**config.mk**
```make
export PLATFORM = sky130hd
export DESIGN_NAME = vcia_top
export DESIGN_NICKNAME = d
export VERILOG_FILES = /design/src/vcia_pkg.sv /design/src/vcia_top.sv
export SDC_FILE = /design/constraint.sdc
export NUM_CORES = 1
export LEC_CHECK = 0
export BUFFER_PORTS_ARGS = -buffer_cell sky130_fd_sc_hd__buf_4
export CORE_UTILIZATION = 40
export CTS_CLUSTER_SIZE = 40
export DETAILED_ROUTE_END_ITERATION = 8
export MAX_ROUTING_LAYER = met4
export PLACE_DENSITY = 0.76
export REMOVE_ABC_BUFFERS = 1
export SYNTH_ARGS = -nofsm -noshare
export SYNTH_HDL_FRONTEND = slang
export SYNTH_SLANG_ARGS = --single-unit
```
**constraint.sdc**
```tcl
create_clock -name clock -period 1.55 [get_ports clock]
set_input_delay 0.0775 -clock clock [delete_from_list [all_inputs] [get_ports clock]]
set_output_delay 0.0775 -clock clock [all_outputs]
set_load 0.1 [all_outputs]
```
**src/vcia_pkg.sv**
```systemverilog
package vcia_pkg;

  localparam logic [3:0]  CP_COPROC    = 4'hf;
  localparam logic [3:0]  CP_CRN       = 4'hc;
  localparam logic [3:0]  CP_CRM       = 4'hc;
  localparam logic [2:0]  CP_OPC1      = 3'h0;
  localparam logic [2:0]  OPC2_ACK1    = 3'h0;
  localparam logic [2:0]  OPC2_EN0     = 3'h6;
  localparam logic [2:0]  OPC2_EN1     = 3'h7;
  localparam logic [23:0] SPURIOUS_ID  = 24'h0003ff;
  localparam logic [1:0]  EL_1         = 2'h1;
  localparam logic        ENABLE_RST   = 1'h0;
  localparam logic [2:0]  ID_WIDTH_FIELD_16    = 3'h0;
  localparam logic [2:0]  ID_WIDTH_FIELD_24    = 3'h1;
  localparam int          ID_NARROW    = 16;
  localparam int          ID_WIDE      = 24;

  typedef enum logic [6:0] {
    ST_OK       = 7'h01,
    ST_PHYS     = 7'h02,
    ST_UNDEF    = 7'h04,
    ST_TRAP_EL1 = 7'h08,
    ST_TRAP_EL2 = 7'h10,
    ST_TRAP_HYP = 7'h20,
    ST_NOREG    = 7'h40
  } vcia_status_e;

  typedef enum logic [3:0] {
    REG_NONE = 4'h1,
    REG_ACK1 = 4'h2,
    REG_EN0  = 4'h4,
    REG_EN1  = 4'h8
  } vcia_reg_e;

  typedef struct packed {
    logic        valid;
    logic        write;
    logic [2:0]  opc1;
    logic [2:0]  opc2;
    logic [3:0]  crn;
    logic [3:0]  coproc;
    logic [3:0]  crm;
    logic [31:0] wdata;
  } vcia_req_s;

  typedef struct packed {
    logic [1:0] el;
    logic       nonsecure_state_bit;
    logic       hyp_irq_routing_bit;
    logic       hyp_fiq_routing_bit;
    logic       sysreg_iface_enable_32;
    logic       sysreg_iface_enable_el1;
    logic       el2_present;
    logic       el2_uses_32;
    logic       hyp_c12_trap_bit;
    logic       trap_all_group0;
    logic       trap_all_group1;
  } vcia_ctx_s;

  typedef struct packed {
    logic        valid;
    logic        group1;
    logic        can_signal;
    logic [23:0] interrupt_id;
  } vcia_hppi_s;

  typedef struct packed {
    logic         valid;
    vcia_status_e status;
    vcia_reg_e    target;
    logic [31:0]  rdata;
  } vcia_rsp_s;

  typedef struct packed {
    logic        grp0_en;
    logic        grp1_en;
    vcia_rsp_s   rsp;
    logic        ack_valid;
    logic [23:0] ack_id;
    logic        hold;
  } vcia_state_s;

endpackage

```
**src/vcia_top.sv**
```systemverilog
`timescale 1ns/10ps
module vcia_top
  import vcia_pkg::*;
#(
  parameter int ID_BITS = 16
) (
  input  wire logic        clock,
  input  wire logic        reset_n,
  input  wire logic        clk_en,
  input  wire vcia_req_s   req,
  input  wire vcia_ctx_s   ctx,
  input  wire vcia_hppi_s  hppi,
  output vcia_rsp_s        rsp,
  output logic             ack_valid,
  output logic [23:0]      ack_id,
  output logic             virq,
  output logic             vfiq,
  output logic             grp0_enabled,
  output logic             grp1_enabled,
  output logic [2:0]       id_width_field
);

  if (ID_BITS != ID_NARROW && ID_BITS != ID_WIDE) begin : g_chk
    $error("ID_BITS must be 16 or 24");
  end

  logic        rst_meta_q;
  logic        rst_n_q;
  vcia_state_s s_q;
  vcia_state_s s_d;

  // reset released through two flops
  always_ff @(posedge clock or negedge reset_n) begin
    if (!reset_n) begin
      rst_meta_q <= 1'h0;
      rst_n_q    <= 1'h0;
    end else begin
      rst_meta_q <= 1'h1;
      rst_n_q    <= rst_meta_q;
    end
  end

  logic        hit;
  logic        ns_el1;
  vcia_reg_e   reg_sel;
  logic        to_virtual;
  logic        is_grp0;
  vcia_status_e gate;
  logic        eligible;
  logic [23:0] id_mask;
  logic [23:0] hppi_id_m;

  assign id_mask   = (ID_BITS == ID_NARROW) ? 24'h00ffff : 24'hffffff;
  assign hppi_id_m = hppi.interrupt_id & id_mask;
  assign id_width_field = (ID_BITS == ID_NARROW) ? ID_WIDTH_FIELD_16 : ID_WIDTH_FIELD_24;

  // shared c12 decode for the three registers
  assign hit = req.valid && req.coproc == CP_COPROC && req.crn == CP_CRN
            && req.crm == CP_CRM && req.opc1 == CP_OPC1;
  assign ns_el1 = ctx.el == EL_1 && ctx.nonsecure_state_bit;

  always_comb begin
    reg_sel = REG_NONE;
    if (hit) begin
      unique case (req.opc2)
        OPC2_ACK1: reg_sel = req.write ? REG_NONE : REG_ACK1;
        OPC2_EN0:  reg_sel = REG_EN0;
        OPC2_EN1:  reg_sel = REG_EN1;
        default:   reg_sel = REG_NONE;
      endcase
    end
  end

  assign is_grp0 = reg_sel == REG_EN0;

  // routing: virtual only at non-secure EL1 with the group's routing bit
  always_comb begin
    unique case (reg_sel)
      REG_ACK1: to_virtual = ns_el1 && ctx.hyp_irq_routing_bit;
      REG_EN0:  to_virtual = ns_el1 && ctx.hyp_fiq_routing_bit;
      REG_EN1:  to_virtual = ns_el1 && ctx.hyp_irq_routing_bit;
      default:  to_virtual = 1'h0;
    endcase
  end

  // traps and enables, highest priority first
  always_comb begin
    gate = ST_OK;
    if (reg_sel == REG_NONE) begin
      gate = ST_NOREG;
    end else if (ns_el1 && !ctx.sysreg_iface_enable_32) begin
      gate = ST_UNDEF;
    end else if (ns_el1 && !ctx.sysreg_iface_enable_el1) begin
      gate = ST_TRAP_EL1;
    end else if (ns_el1 && ctx.el2_present && ctx.hyp_c12_trap_bit) begin
      gate = ctx.el2_uses_32 ? ST_TRAP_HYP : ST_TRAP_EL2;
    end else if (ns_el1 && is_grp0 && ctx.trap_all_group0) begin
      gate = ST_TRAP_EL2;
    end else if (ns_el1 && !is_grp0 && ctx.trap_all_group1) begin
      gate = ST_TRAP_EL2;
    end else if (!to_virtual) begin
      gate = ST_PHYS;
    end
  end

  // acknowledgeable group 1 candidate, suppressed while the last ack settles
  assign eligible = hppi.valid && hppi.group1 && hppi.can_signal
                 && s_q.grp1_en && !s_q.hold;

  always_comb begin
    s_d = s_q;
    s_d.ack_valid = 1'h0;
    s_d.rsp.valid = req.valid;
    s_d.rsp.status = gate;
    s_d.rsp.target = reg_sel;
    s_d.rsp.rdata = 32'h0;
    // held off until the pending side has moved past the acked id
    if (s_q.hold && (!hppi.valid || hppi_id_m != s_q.ack_id)) begin
      s_d.hold = 1'h0;
    end
    if (gate == ST_OK) begin
      unique case (reg_sel)
        REG_ACK1: begin
          if (eligible) begin
            s_d.rsp.rdata = {8'h0, hppi_id_m};
            s_d.ack_valid = 1'h1;
            s_d.ack_id = hppi_id_m;
            s_d.hold = 1'h1;
          end else begin
            s_d.rsp.rdata = {8'h0, SPURIOUS_ID};
          end
        end
        REG_EN0: begin
          if (req.write) begin
            s_d.grp0_en = req.wdata[0];
          end
          s_d.rsp.rdata = {31'h0, s_q.grp0_en};
        end
        REG_EN1: begin
          if (req.write) begin
            s_d.grp1_en = req.wdata[0];
          end
          s_d.rsp.rdata = {31'h0, s_q.grp1_en};
        end
        default: s_d.rsp.rdata = 32'h0;
      endcase
    end
  end

  always_ff @(posedge clock or negedge rst_n_q) begin
    if (!rst_n_q) begin
      s_q.grp0_en    <= ENABLE_RST;
      s_q.grp1_en    <= ENABLE_RST;
      s_q.rsp.valid  <= 1'h0;
      s_q.rsp.status <= ST_OK;
      s_q.rsp.target <= REG_NONE;
      s_q.rsp.rdata  <= 32'h0;
      s_q.ack_valid  <= 1'h0;
      s_q.ack_id     <= 24'h0;
      s_q.hold       <= 1'h0;
    end else if (clk_en) begin
      s_q <= s_d;
    end
  end

  assign rsp          = s_q.rsp;
  assign ack_valid    = s_q.ack_valid;
  assign ack_id       = s_q.ack_id;
  assign grp0_enabled = s_q.grp0_en;
  assign grp1_enabled = s_q.grp1_en;
  // signalling gated by group enable; virq also masked after an ack
  assign virq = hppi.valid && hppi.group1 && hppi.can_signal
             && s_q.grp1_en && !s_q.hold;
  assign vfiq = hppi.valid && !hppi.group1 && hppi.can_signal
             && s_q.grp0_en;

  undef_gate_a: assert property (
    @(posedge clock) disable iff (!rst_n_q)
    clk_en && hit && reg_sel != REG_NONE && ns_el1
      && !ctx.sysreg_iface_enable_32
    |=> rsp.valid && rsp.status == ST_UNDEF)
    else $error("disabled 32-bit interface access not undefined");

  el1_trap_a: assert property (
    @(posedge clock) disable iff (!rst_n_q)
    clk_en && reg_sel != REG_NONE && ns_el1 && ctx.sysreg_iface_enable_32
      && !ctx.sysreg_iface_enable_el1
    |=> rsp.status == ST_TRAP_EL1)
    else $error("EL1 interface disable did not trap to EL1");

  c12_trap_a: assert property (
    @(posedge clock) disable iff (!rst_n_q)
    clk_en && reg_sel != REG_NONE && ns_el1 && ctx.sysreg_iface_enable_32
      && ctx.sysreg_iface_enable_el1 && ctx.el2_present
      && ctx.hyp_c12_trap_bit
    |=> rsp.status == ($past(ctx.el2_uses_32) ? ST_TRAP_HYP : ST_TRAP_EL2))
    else $error("c12 hypervisor trap not taken");

  tall_trap_a: assert property (
    @(posedge clock) disable iff (!rst_n_q)
    clk_en && gate != ST_UNDEF && gate != ST_TRAP_EL1 && gate != ST_TRAP_HYP
      && reg_sel != REG_NONE && ns_el1
      && ((is_grp0 && ctx.trap_all_group0)
        || (!is_grp0 && ctx.trap_all_group1))
    |=> rsp.status == ST_TRAP_EL2)
    else $error("trap-all group access not trapped to EL2");

  phys_route_a: assert property (
    @(posedge clock) disable iff (!rst_n_q)
    clk_en && reg_sel != REG_NONE && !ns_el1
    |=> rsp.status == ST_PHYS)
    else $error("access outside non-secure EL1 not routed physical");

  spurious_id_a: assert property (
    @(posedge clock) disable iff (!rst_n_q)
    clk_en && gate == ST_OK && reg_sel == REG_ACK1 && !eligible
    |=> rsp.rdata == {8'h0, SPURIOUS_ID} && !ack_valid)
    else $error("unobservable acknowledge did not return 1023");

  ack_data_a: assert property (
    @(posedge clock) disable iff (!rst_n_q)
    ack_valid |-> rsp.status == ST_OK && rsp.rdata[23:0] == ack_id
      && rsp.rdata[31:24] == 8'h0 && (ack_id & ~id_mask) == 24'h0)
    else $error("acknowledge data does not match acked id");

  ack_quiet_a: assert property (
    @(posedge clock) disable iff (!rst_n_q)
    ack_valid && hppi.valid && hppi_id_m == ack_id |-> !virq)
    else $error("acked interrupt still signalled");

  en0_write_a: assert property (
    @(posedge clock) disable iff (!rst_n_q)
    clk_en && gate == ST_OK && reg_sel == REG_EN0 && req.write
    |=> grp0_enabled == $past(req.wdata[0]) && rsp.rdata[31:1] == 31'h0)
    else $error("group 0 enable write not taken");

  disabled_quiet_a: assert property (
    @(posedge clock) disable iff (!rst_n_q)
    !grp1_enabled |-> !virq)
    else $error("disabled group 1 signalled");

endmodule // vcia_top

```
==> results by stage, run 1 <==
Yosys:
- The sequential cell area fraction in the yosys report is 42.1%.
- The proportion of synthesized flip-flops having asynchronous set or reset is 100%.
- By count the netlist is led by sky130_fd_sc_hd__buf_4, sky130_fd_sc_hd__dfrtp_1, sky130_fd_sc_hd__o2bb2ai_1.
- The average cell area after synthesis is between 10 and 15 um^2.
- In this run, synthesis inferred 0 flip-flops with an integrated enable.
- Among all flip-flop cells after synthesis, the most frequent one is sky130_fd_sc_hd__dfrtp_1.
- The combined area of all synthesized cells is 2980 um^2.
- The cell with the most instances after synthesis is sky130_fd_sc_hd__buf_4.
- In the post-synthesis netlist, the biggest area contributors are sky130_fd_sc_hd__dfrtp_1, sky130_fd_sc_hd__buf_4, sky130_fd_sc_hd__mux2_4.
- After synthesis the netlist holds a flip-flop and latch count of 50.
- Summed over all instances, the cell type with the most area after synthesis is sky130_fd_sc_hd__dfrtp_1.
- In the synthesized netlist, the number of instances is 271.
- In this run, distinct cell masters in the synthesized netlist total 49.
- The share of Yosys cell area claimed by the top area cell type is 40.3%.
- Yosys printed 0 warnings.

Global routing:
- The total overflow left after global routing is 0.
- The first-pass GRT wire length is 10600 um.
- Global routing used 18.3% of the available tracks across all layers.
- The initial antenna violation count is 0.
- Entering global routing, the biggest net connects 31 pins.
- The via count of the first global-routing pass was 2106.

Timing:
- The fmax is 591 MHz.
- The number of slew-limit violations in the final report came to 0.
- Setup repair after global routing could not meet its margin everywhere.
- The final period demand of the worst path is 1.69 ns.
- The final worst setup slack is -0.143 ns.
- Of the available clock period, the critical path in the final layout requires 109%.
- The setup violation total in the final timing report is 20.
- The final worst hold slack is 0.0154 ns.
- The number of hold violations in the final report is 0.
- On the final layout, the worst clock skew is 0.00969 ns.
- In the final timing run, aggregate negative setup slack is -2.17 ns.

Drt:
- After detailed routing, the average wire length per cell comes to 14.5 um.
- The first detailed-routing pass ran for 4 iterations.
- Once detail routing completed, the nets flagged for antenna violations numbered 0.
- After detailed routing, the total wire length is approximately 6800 um.
- The total vias in the final route is 2238.
- The violation count after the first detailed-routing iteration is 79.
- The post-detailed-route DRC marker count is 0.
- In the routed layout, each cell is associated on average with a via count of 4.80.

Critical path:
- Counting both buffers and inverters, the worst setup path holds a total of 2.
- Along the worst path, the maximum fanout reaches 14.
- For this run, the slowest stage of the critical path takes roughly 0.56 ns.
- STA classifies the critical path startpoint as an input port.
- At the worst endpoint, the arrival time is around 1.9 ns.
- STA classifies the critical path endpoint as a register.
- The kind of cell with the highest combined delay along the critical path is simple AND/OR/NAND/NOR gates.
- For the worst setup path, the data required time is 1.75 ns.
- Among all stages on the critical path, the largest delay is contributed by sky130_fd_sc_hd__or4_4.
- By startpoint and endpoint, the worst setup path is classified as input port to register.
- Traced cell by cell, the critical path runs through buf_6, or4_4, or4_4, nor2_4, buf_12, mux2_4.
- Counting stages on the worst path, the most repeated cell is sky130_fd_sc_hd__or4_4.

Floorplanning:
- After floorplanning, the core was divided into 31 placement rows.
- The die span in y is 88.3 um.
- In this run the count of I/O pins placed on the die edge is 170.
- The placeable core area is between 7000 and 8000 um^2.
- In this run the horizontal extent of the chip is 88.3 um.
- The effective utilization at floorplan is 41.3%.
- The die footprint is 7800 um^2.

Power:
- The peak supply drop is 0.000406 V.
- In this run the static leakage power is a little under 2 nW.
- For this design the ratio of total power to cell area is 702 nW/um^2.

Clocking:
- The clock passes through at most 2 buffers.
- The CTS sink count is 50.
- The cell sitting at the root of the clock tree is a sky130_fd_sc_hd__clkbuf_8.
- The H-tree depth reported by CTS is 2.
- Clock-pin slew was measured on the worst setup and hold paths at 0.10 ns.
- In this run, CTS created clock tree buffers numbering 5.
- TritonCTS built the clock tree.
- The clock reaches the later pin of the worst-skew pair after about 0.30 ns.

Placed design:
- The wire-length estimate of the detail-placed layout is 5170 um.
- At the end of routability-driven placement, the weighted congestion stood at 0.935.
- The post-place setup slack is -0.510 ns.
- Buffers placed on the I/O ports in this run total between 100 and 150.

Run status:
- The flow ran to the end, but the final reports show violations.
- The checks that failed: setup timing.

Run:
- The tool flagged a number of max-cap violations equal to 0.

Cells and area:
- The net count of the finished layout is between 400 and 500.
- The repair_antennas step left the layout with diodes totalling 0.
- The area growth from synthesis to layout is 30.0%.
- Of the cells placed in the final design, the portion with a size suffix greater than 1 is ~49%.

Worst hold path:
- The path class of the tightest hold or removal check is input port to register.
cell usage in the layout, fill, tap and decap left out, drive strengths merged, types with 3 or more instances in the layout:
master	count
inv	7
o2bb2ai	16
a22o	4
nand4	7
o21ai	4
nand2	12
conb	28
mux2i	3
nand3b	4
nor2	11
dfrtp	48
buf	140
nor4	3
xnor2	12
mux2	17
clkbuf	7
xor2	4
o21a	3
per-stage QoR:
stage                     util (%)  cell area, um^2  std cells  total power (W)
after global routing          53.7             3870        466          0.00284
after CTS                     53.1             3830        465          0.00274
after floorplan                  -             2480        218          0.00172
final                         53.7             3870        466          0.00272
after global placement        51.0             3680        456          0.00192
after detailed placement      51.0             3680        456          0.00192
registers in the layout, indices dropped and copies added (netlist names):
signal        cells
grp0_enabled      1
s_q               1
ack_valid         1
rsp              28
rst_n_q           1
grp1_enabled      1
rst_meta_q        1
ack_id           16
what timing repair did:
| action | CTS | global route |
|---|---|---|
| endpoints found under the setup margin | 21 | 24 |
| setup buffers | 0 | 1 |
| pin swaps | 0 | 2 |
| hold endpoints to repair | 2 | 0 |
| hold buffers | 1 | 0 |
| resized for setup | 11 | 8 |
| cloned | 0 | 0 |
layer usage:
layer | track usage [%] | vias up | routed length, um
li1 | - | 1041 | -
met1 | 23.0 | 1112 | 2820
met2 | 29.4 | 71 | 3500
met3 | 3.64 | 14 | 285
met4 | 6.45 | 0 | 159
met5 | - | - | 0
final timing paths:
kind,from,endpoint,slack [ns],depth (start not counted)
max,req[45],ack_id[1],-0.14,6
min in group asynchronous,reset_n,rst_meta_q,0.07,2
max reg2reg,s_q[0],ack_id[1],-0.02,4
min reg2reg,rst_n_q,rsp[42],0.08,0
min,req[0],grp1_enabled,0.02,2
max in group asynchronous,rst_n_q,rsp[36],1.03,1
worst register-to-register path: cells and delay by family, from the launching register on:
kind | cells | cell delay, ns
buffers and inverters | 1 | 0.17
DFF | 1 | 0.39
muxes | 1 | 0.31
and+or+nand+nor | 2 | 0.58
layout make-up:
type,count,area (um^2)
sequential,50,1250
multi-input combinational,161,1250
clock inverter,1,8.76
inverter,7,28.8
fill,671,3340
clock buffer,7,86.3
tap,99,124
timing repair buffer,141,1120
logic make-up after synthesis:
group,Yosys count,synth area share (%)
compound gates,39,11.0
xor+xnor,16,4.70
buf+inv,86,20.8
flops,50,42.1
mux,20,8.94
other cells,2,0.252
simple gates,58,12.3
power breakdown:
group	switching, W	total, W	leakage, nW	internal, W
logic	0.000432	0.000595	1.23	0.000164
clock network	0.000441	0.000811	0.0489	0.000370
registers	0.00000492	0.00131	0.668	0.00131
No activity file was read; power rests on OpenSTA's default activity.
==> inputs of run 2 (changes only) <==
--- a/config.mk
+++ b/config.mk
@@ -6,11 +6,11 @@
 export NUM_CORES = 1
 export LEC_CHECK = 0
 export BUFFER_PORTS_ARGS = -buffer_cell sky130_fd_sc_hd__buf_4
-export CORE_UTILIZATION = 40
+export CORE_UTILIZATION = 48
 export CTS_CLUSTER_SIZE = 40
 export DETAILED_ROUTE_END_ITERATION = 8
 export MAX_ROUTING_LAYER = met4
-export PLACE_DENSITY = 0.76
+export PLACE_DENSITY = 0.85
 export REMOVE_ABC_BUFFERS = 1
 export SYNTH_ARGS = -nofsm -noshare
 export SYNTH_HDL_FRONTEND = slang
==> constraint.sdc (replaced) <==
create_clock -name clock -period 2.1 [get_ports clock]
set_input_delay 0.105 -clock clock [delete_from_list [all_inputs] [get_ports clock]]
set_output_delay 0.105 -clock clock [all_outputs]
set_load 0.1 [all_outputs]
==> results by stage, run 2 (same netlist as run 1, synthesis figures left out) <==
Run status:
- The flow ran to the end, and the final reports show no timing, DRC or antenna violations.

Timing:
- The final period demand of the worst path is between 1.5 and 2 ns.
- The worst-case clock skew is 0.0109 ns (+0.00123 ns).
- The setup violation total in the final timing report was 0 (-100%).
- After layout, the worst path uses 84.0% of the clock period.
- For the pin with the worst max-slew slack, the measured transition is 0.545 ns.
- The final worst setup slack is 0.336 ns (+0.479 ns).
- The relative slew slack is 63.3%.
- The final worst hold slack is 0.0436 ns (+0.0282 ns).
- The number of slew-limit violations in the final report is 0 (unchanged).
- Setup repair after global routing left no endpoint under its margin.
- The fmax is ~570 MHz.
- The number of hold violations in the final report was 0 (unchanged).

Floorplanning:
- The die footprint is 6530 um^2 (-16%).
- The width of the die is 80.8 um (-8.5%).
- The placeable core area is 5960 um^2 (-17%).
- The die span in y is 80.8 um (-8.5%).
- The number of ports placed on the die boundary is 170 (unchanged).
- The effective utilization at floorplan is 50.0% (+8.7 points).
- The number of rows in the core area came to 28 (-9.7%).

Clocking:
- The maximum count of clock buffers along a single path is 2 (unchanged).
- The clock latency on the worst-skew pair is 0.30 ns (about the same).
- The number of CTS-inserted buffers came to 5 (unchanged).
- The clock transition time at the flip-flop clock pins of the worst setup and hold paths is 0.09 ns (about the same).
- The post-CTS repair timing setup buffer count is 0 (unchanged).
- TritonCTS built the clock tree.
- The H-tree depth reported by CTS is 2 (unchanged).
- The CTS sink count is 50 (unchanged).
- In this run the clock root is driven by a sky130_fd_sc_hd__clkbuf_8.

Power:
- The share of power burned in the clock network is 28.5% (-1.3 points).
- The switching component of the power was 0.000627 W (-29%).
- The power density normalized to cell area is 540 nW/um^2 (-23%).
- The relative contribution of combinational cells to total power is 21.1% (-0.8 points).
- The proportion of power drawn by flip-flops and latches is 50.4% (+2.1 points).
- The fraction of power spent switching nets came to 32.4% (+0.17 points).
- The leakage dissipation is 1.81 nW (-7.3%).
- The peak supply drop came to 0.000302 V (-26%).
- The post-layout total power is 0.00193 W (-29%).
- The internal power was 0.00131 W (-29%).

Critical path:
- STA classifies the critical path startpoint as an input port.
- The worst reg-to-reg setup slack is 0.34 ns (+0.36 ns).
- STA classifies the critical path endpoint as a register.
- The worst reg-to-reg path cell count is 5 (+1).
- The worst endpoint required time is 2.29 ns (+0.54 ns).
- The endpoint of the most critical register-to-register path is ack_id[1].
- The critical path is of the input port to register type.
- The arrival time reported for the critical path endpoint was 1.96 ns (+0.07 ns).
- The top fanout value on the critical path is 16 (+2).
- The reg-to-reg critical path startpoint is grp1_enabled.

Cells and area:
- The count of nets after finishing came to 439 (-4.6%).
- The register name with the most flops is rsp.
- The number of flip-flops under the largest register name is 28 (unchanged).
- Leaving out fill and tap cells, the most frequent cell in the layout is sky130_fd_sc_hd__buf_4.
- The layout-stage area growth over the synthesis result is 20.1%.
- The share of post-route cells with drive strength above 1 is 44.2% (-5.1 points).
- The largest registers in the layout are rsp (28), ack_id (16).
- The number of antenna repair diodes was 0 (unchanged).
- In the layout the commonest cells are sky130_fd_sc_hd__buf_4, sky130_fd_sc_hd__dfrtp_1, sky130_fd_sc_hd__conb_1.

Global routing:
- The total congestion overflow after global routing came to 0 (unchanged).
- The largest net degree at the start of global routing is 27 (-13%).
- The initial antenna violation count is 0 (unchanged).
- The global routing usage summed across all routing layers is 20.5% (+2.2 points).
- The first-pass GRT wire length is 9730 um (-8.1%).
- The via count of the first global-routing pass came to 2039 (-3.2%).

Worst hold path:
- The number of cells traversed by the worst hold path is 2 (unchanged).
- The worst hold path terminates at rsp[14].
- The critical hold path startpoint is hppi[14].
- The worst hold path class is input port to register.

Placed design:
- The final weighted congestion in routability-driven placement came to 0.903 (-3.5%).
- The post-place setup slack is 0.00238 ns (+0.513 ns).
- The HPWL after detailed placement is 4790 um (-7.3%).
- The number of port buffers came to 103 (unchanged).

Drt:
- The violation count after the first detailed-routing iteration is 86 (+8.9%).
- The wire length per cell after detailed routing is 14.7 um (+0.95%).
- The total vias in the final route was 2092 (-6.5%).
- The antenna violation net count after detailed routing is 0 (unchanged).
- The detailed-route vias per instance is 4.97 (+3.5%).
- The post-detailed-route DRC marker count is 0 (unchanged).
- The total wire length came to 6170 um (-8.8%).
- The total iterations of the first detailed-routing run was 4 (unchanged).

Run:
- The max-capacitance violation count is 0 (unchanged).
run 2: cell types whose count changed in the layout (fill, tap and decap cells not counted), moves of 2 or more:
cell / delta
sky130_fd_sc_hd__buf_6: -4
sky130_fd_sc_hd__mux2_2: +2
sky130_fd_sc_hd__nor4_1: +3
sky130_fd_sc_hd__nor4_2: -3
sky130_fd_sc_hd__mux2_4: -2
sky130_fd_sc_hd__buf_12: -2
sky130_fd_sc_hd__buf_4: -14
run 2: critical path, cell delays in order:
cell                     delay (ns)
sky130_fd_sc_hd__buf_4         0.11
sky130_fd_sc_hd__or4_4         0.53
sky130_fd_sc_hd__or4_4         0.55
sky130_fd_sc_hd__nor2_4        0.13
sky130_fd_sc_hd__buf_12        0.18
sky130_fd_sc_hd__mux2_2        0.35
run 2: layer usage:
| metal | vias to the layer above | wire (um) | global-route usage [%] |
|---|---|---|---|
| li1 | 997 | - | - |
| met1 | 1008 | 2700 | 25.4 |
| met2 | 79 | 3000 | 33.3 |
| met3 | 8 | 397 | 5.17 |
| met4 | 0 | 75 | 5.71 |
| met5 | - | 0 | - |
run 2: stage by stage:
stage	cell area, um^2	instances	util [%]	TNS (ns)
5_1_grt	3580	421	60.1	0
6_report	3580	421	60.1	0
3_3_place_gp	3480	412	58.5	0
2_1_floorplan	2480	218	-	-8.71
3_5_place_dp	3480	412	58.5	0
4_1_cts	3580	421	60.1	0
run 2: repair_timing:
action                                 in CTS  in global routing
endpoints found under the hold margin       2                  0
hold buffers                                1                  0
resized for setup                           0                  0
run 2: worst max-delay path by stage:
stage                  from   endpoint  slack (ns)  cells past startpoint
4_1_cts        grp1_enabled  ack_id[1]        0.32                      5
3_5_place_dp        req[45]  ack_id[1]       0.002                      6
2_1_floorplan  grp0_enabled       vfiq       -1.24                      1
6_report            req[45]  ack_id[1]        0.34                      6
5_1_grt        grp1_enabled  ack_id[1]        0.25                      5
3_3_place_gp        req[45]  ack_id[1]        0.01                      6
run 2: area by class of cell:
cell class | instances | area, um^2
Inverter | 7 | 26.3
Clock inverter | 1 | 7.51
Multi-Input combinational cell | 161 | 1200
Timing Repair Buffer | 120 | 916
Clock buffer | 7 | 76.3
Sequential cell | 50 | 1250
Tap cell | 75 | 93.8
Fill cell | 532 | 2380
run 2: power groups by stage:
stage	clock (W)	combinational (W)	sequential, W
finish	0.000551	0.000409	0.000974
CTS	0.000562	0.000409	0.000975
detailed placement	0	0.000407	0.000994
global route	0.000610	0.000431	0.000976
global placement	0	0.000403	0.000993
floorplan	0	0.000255	0.00101
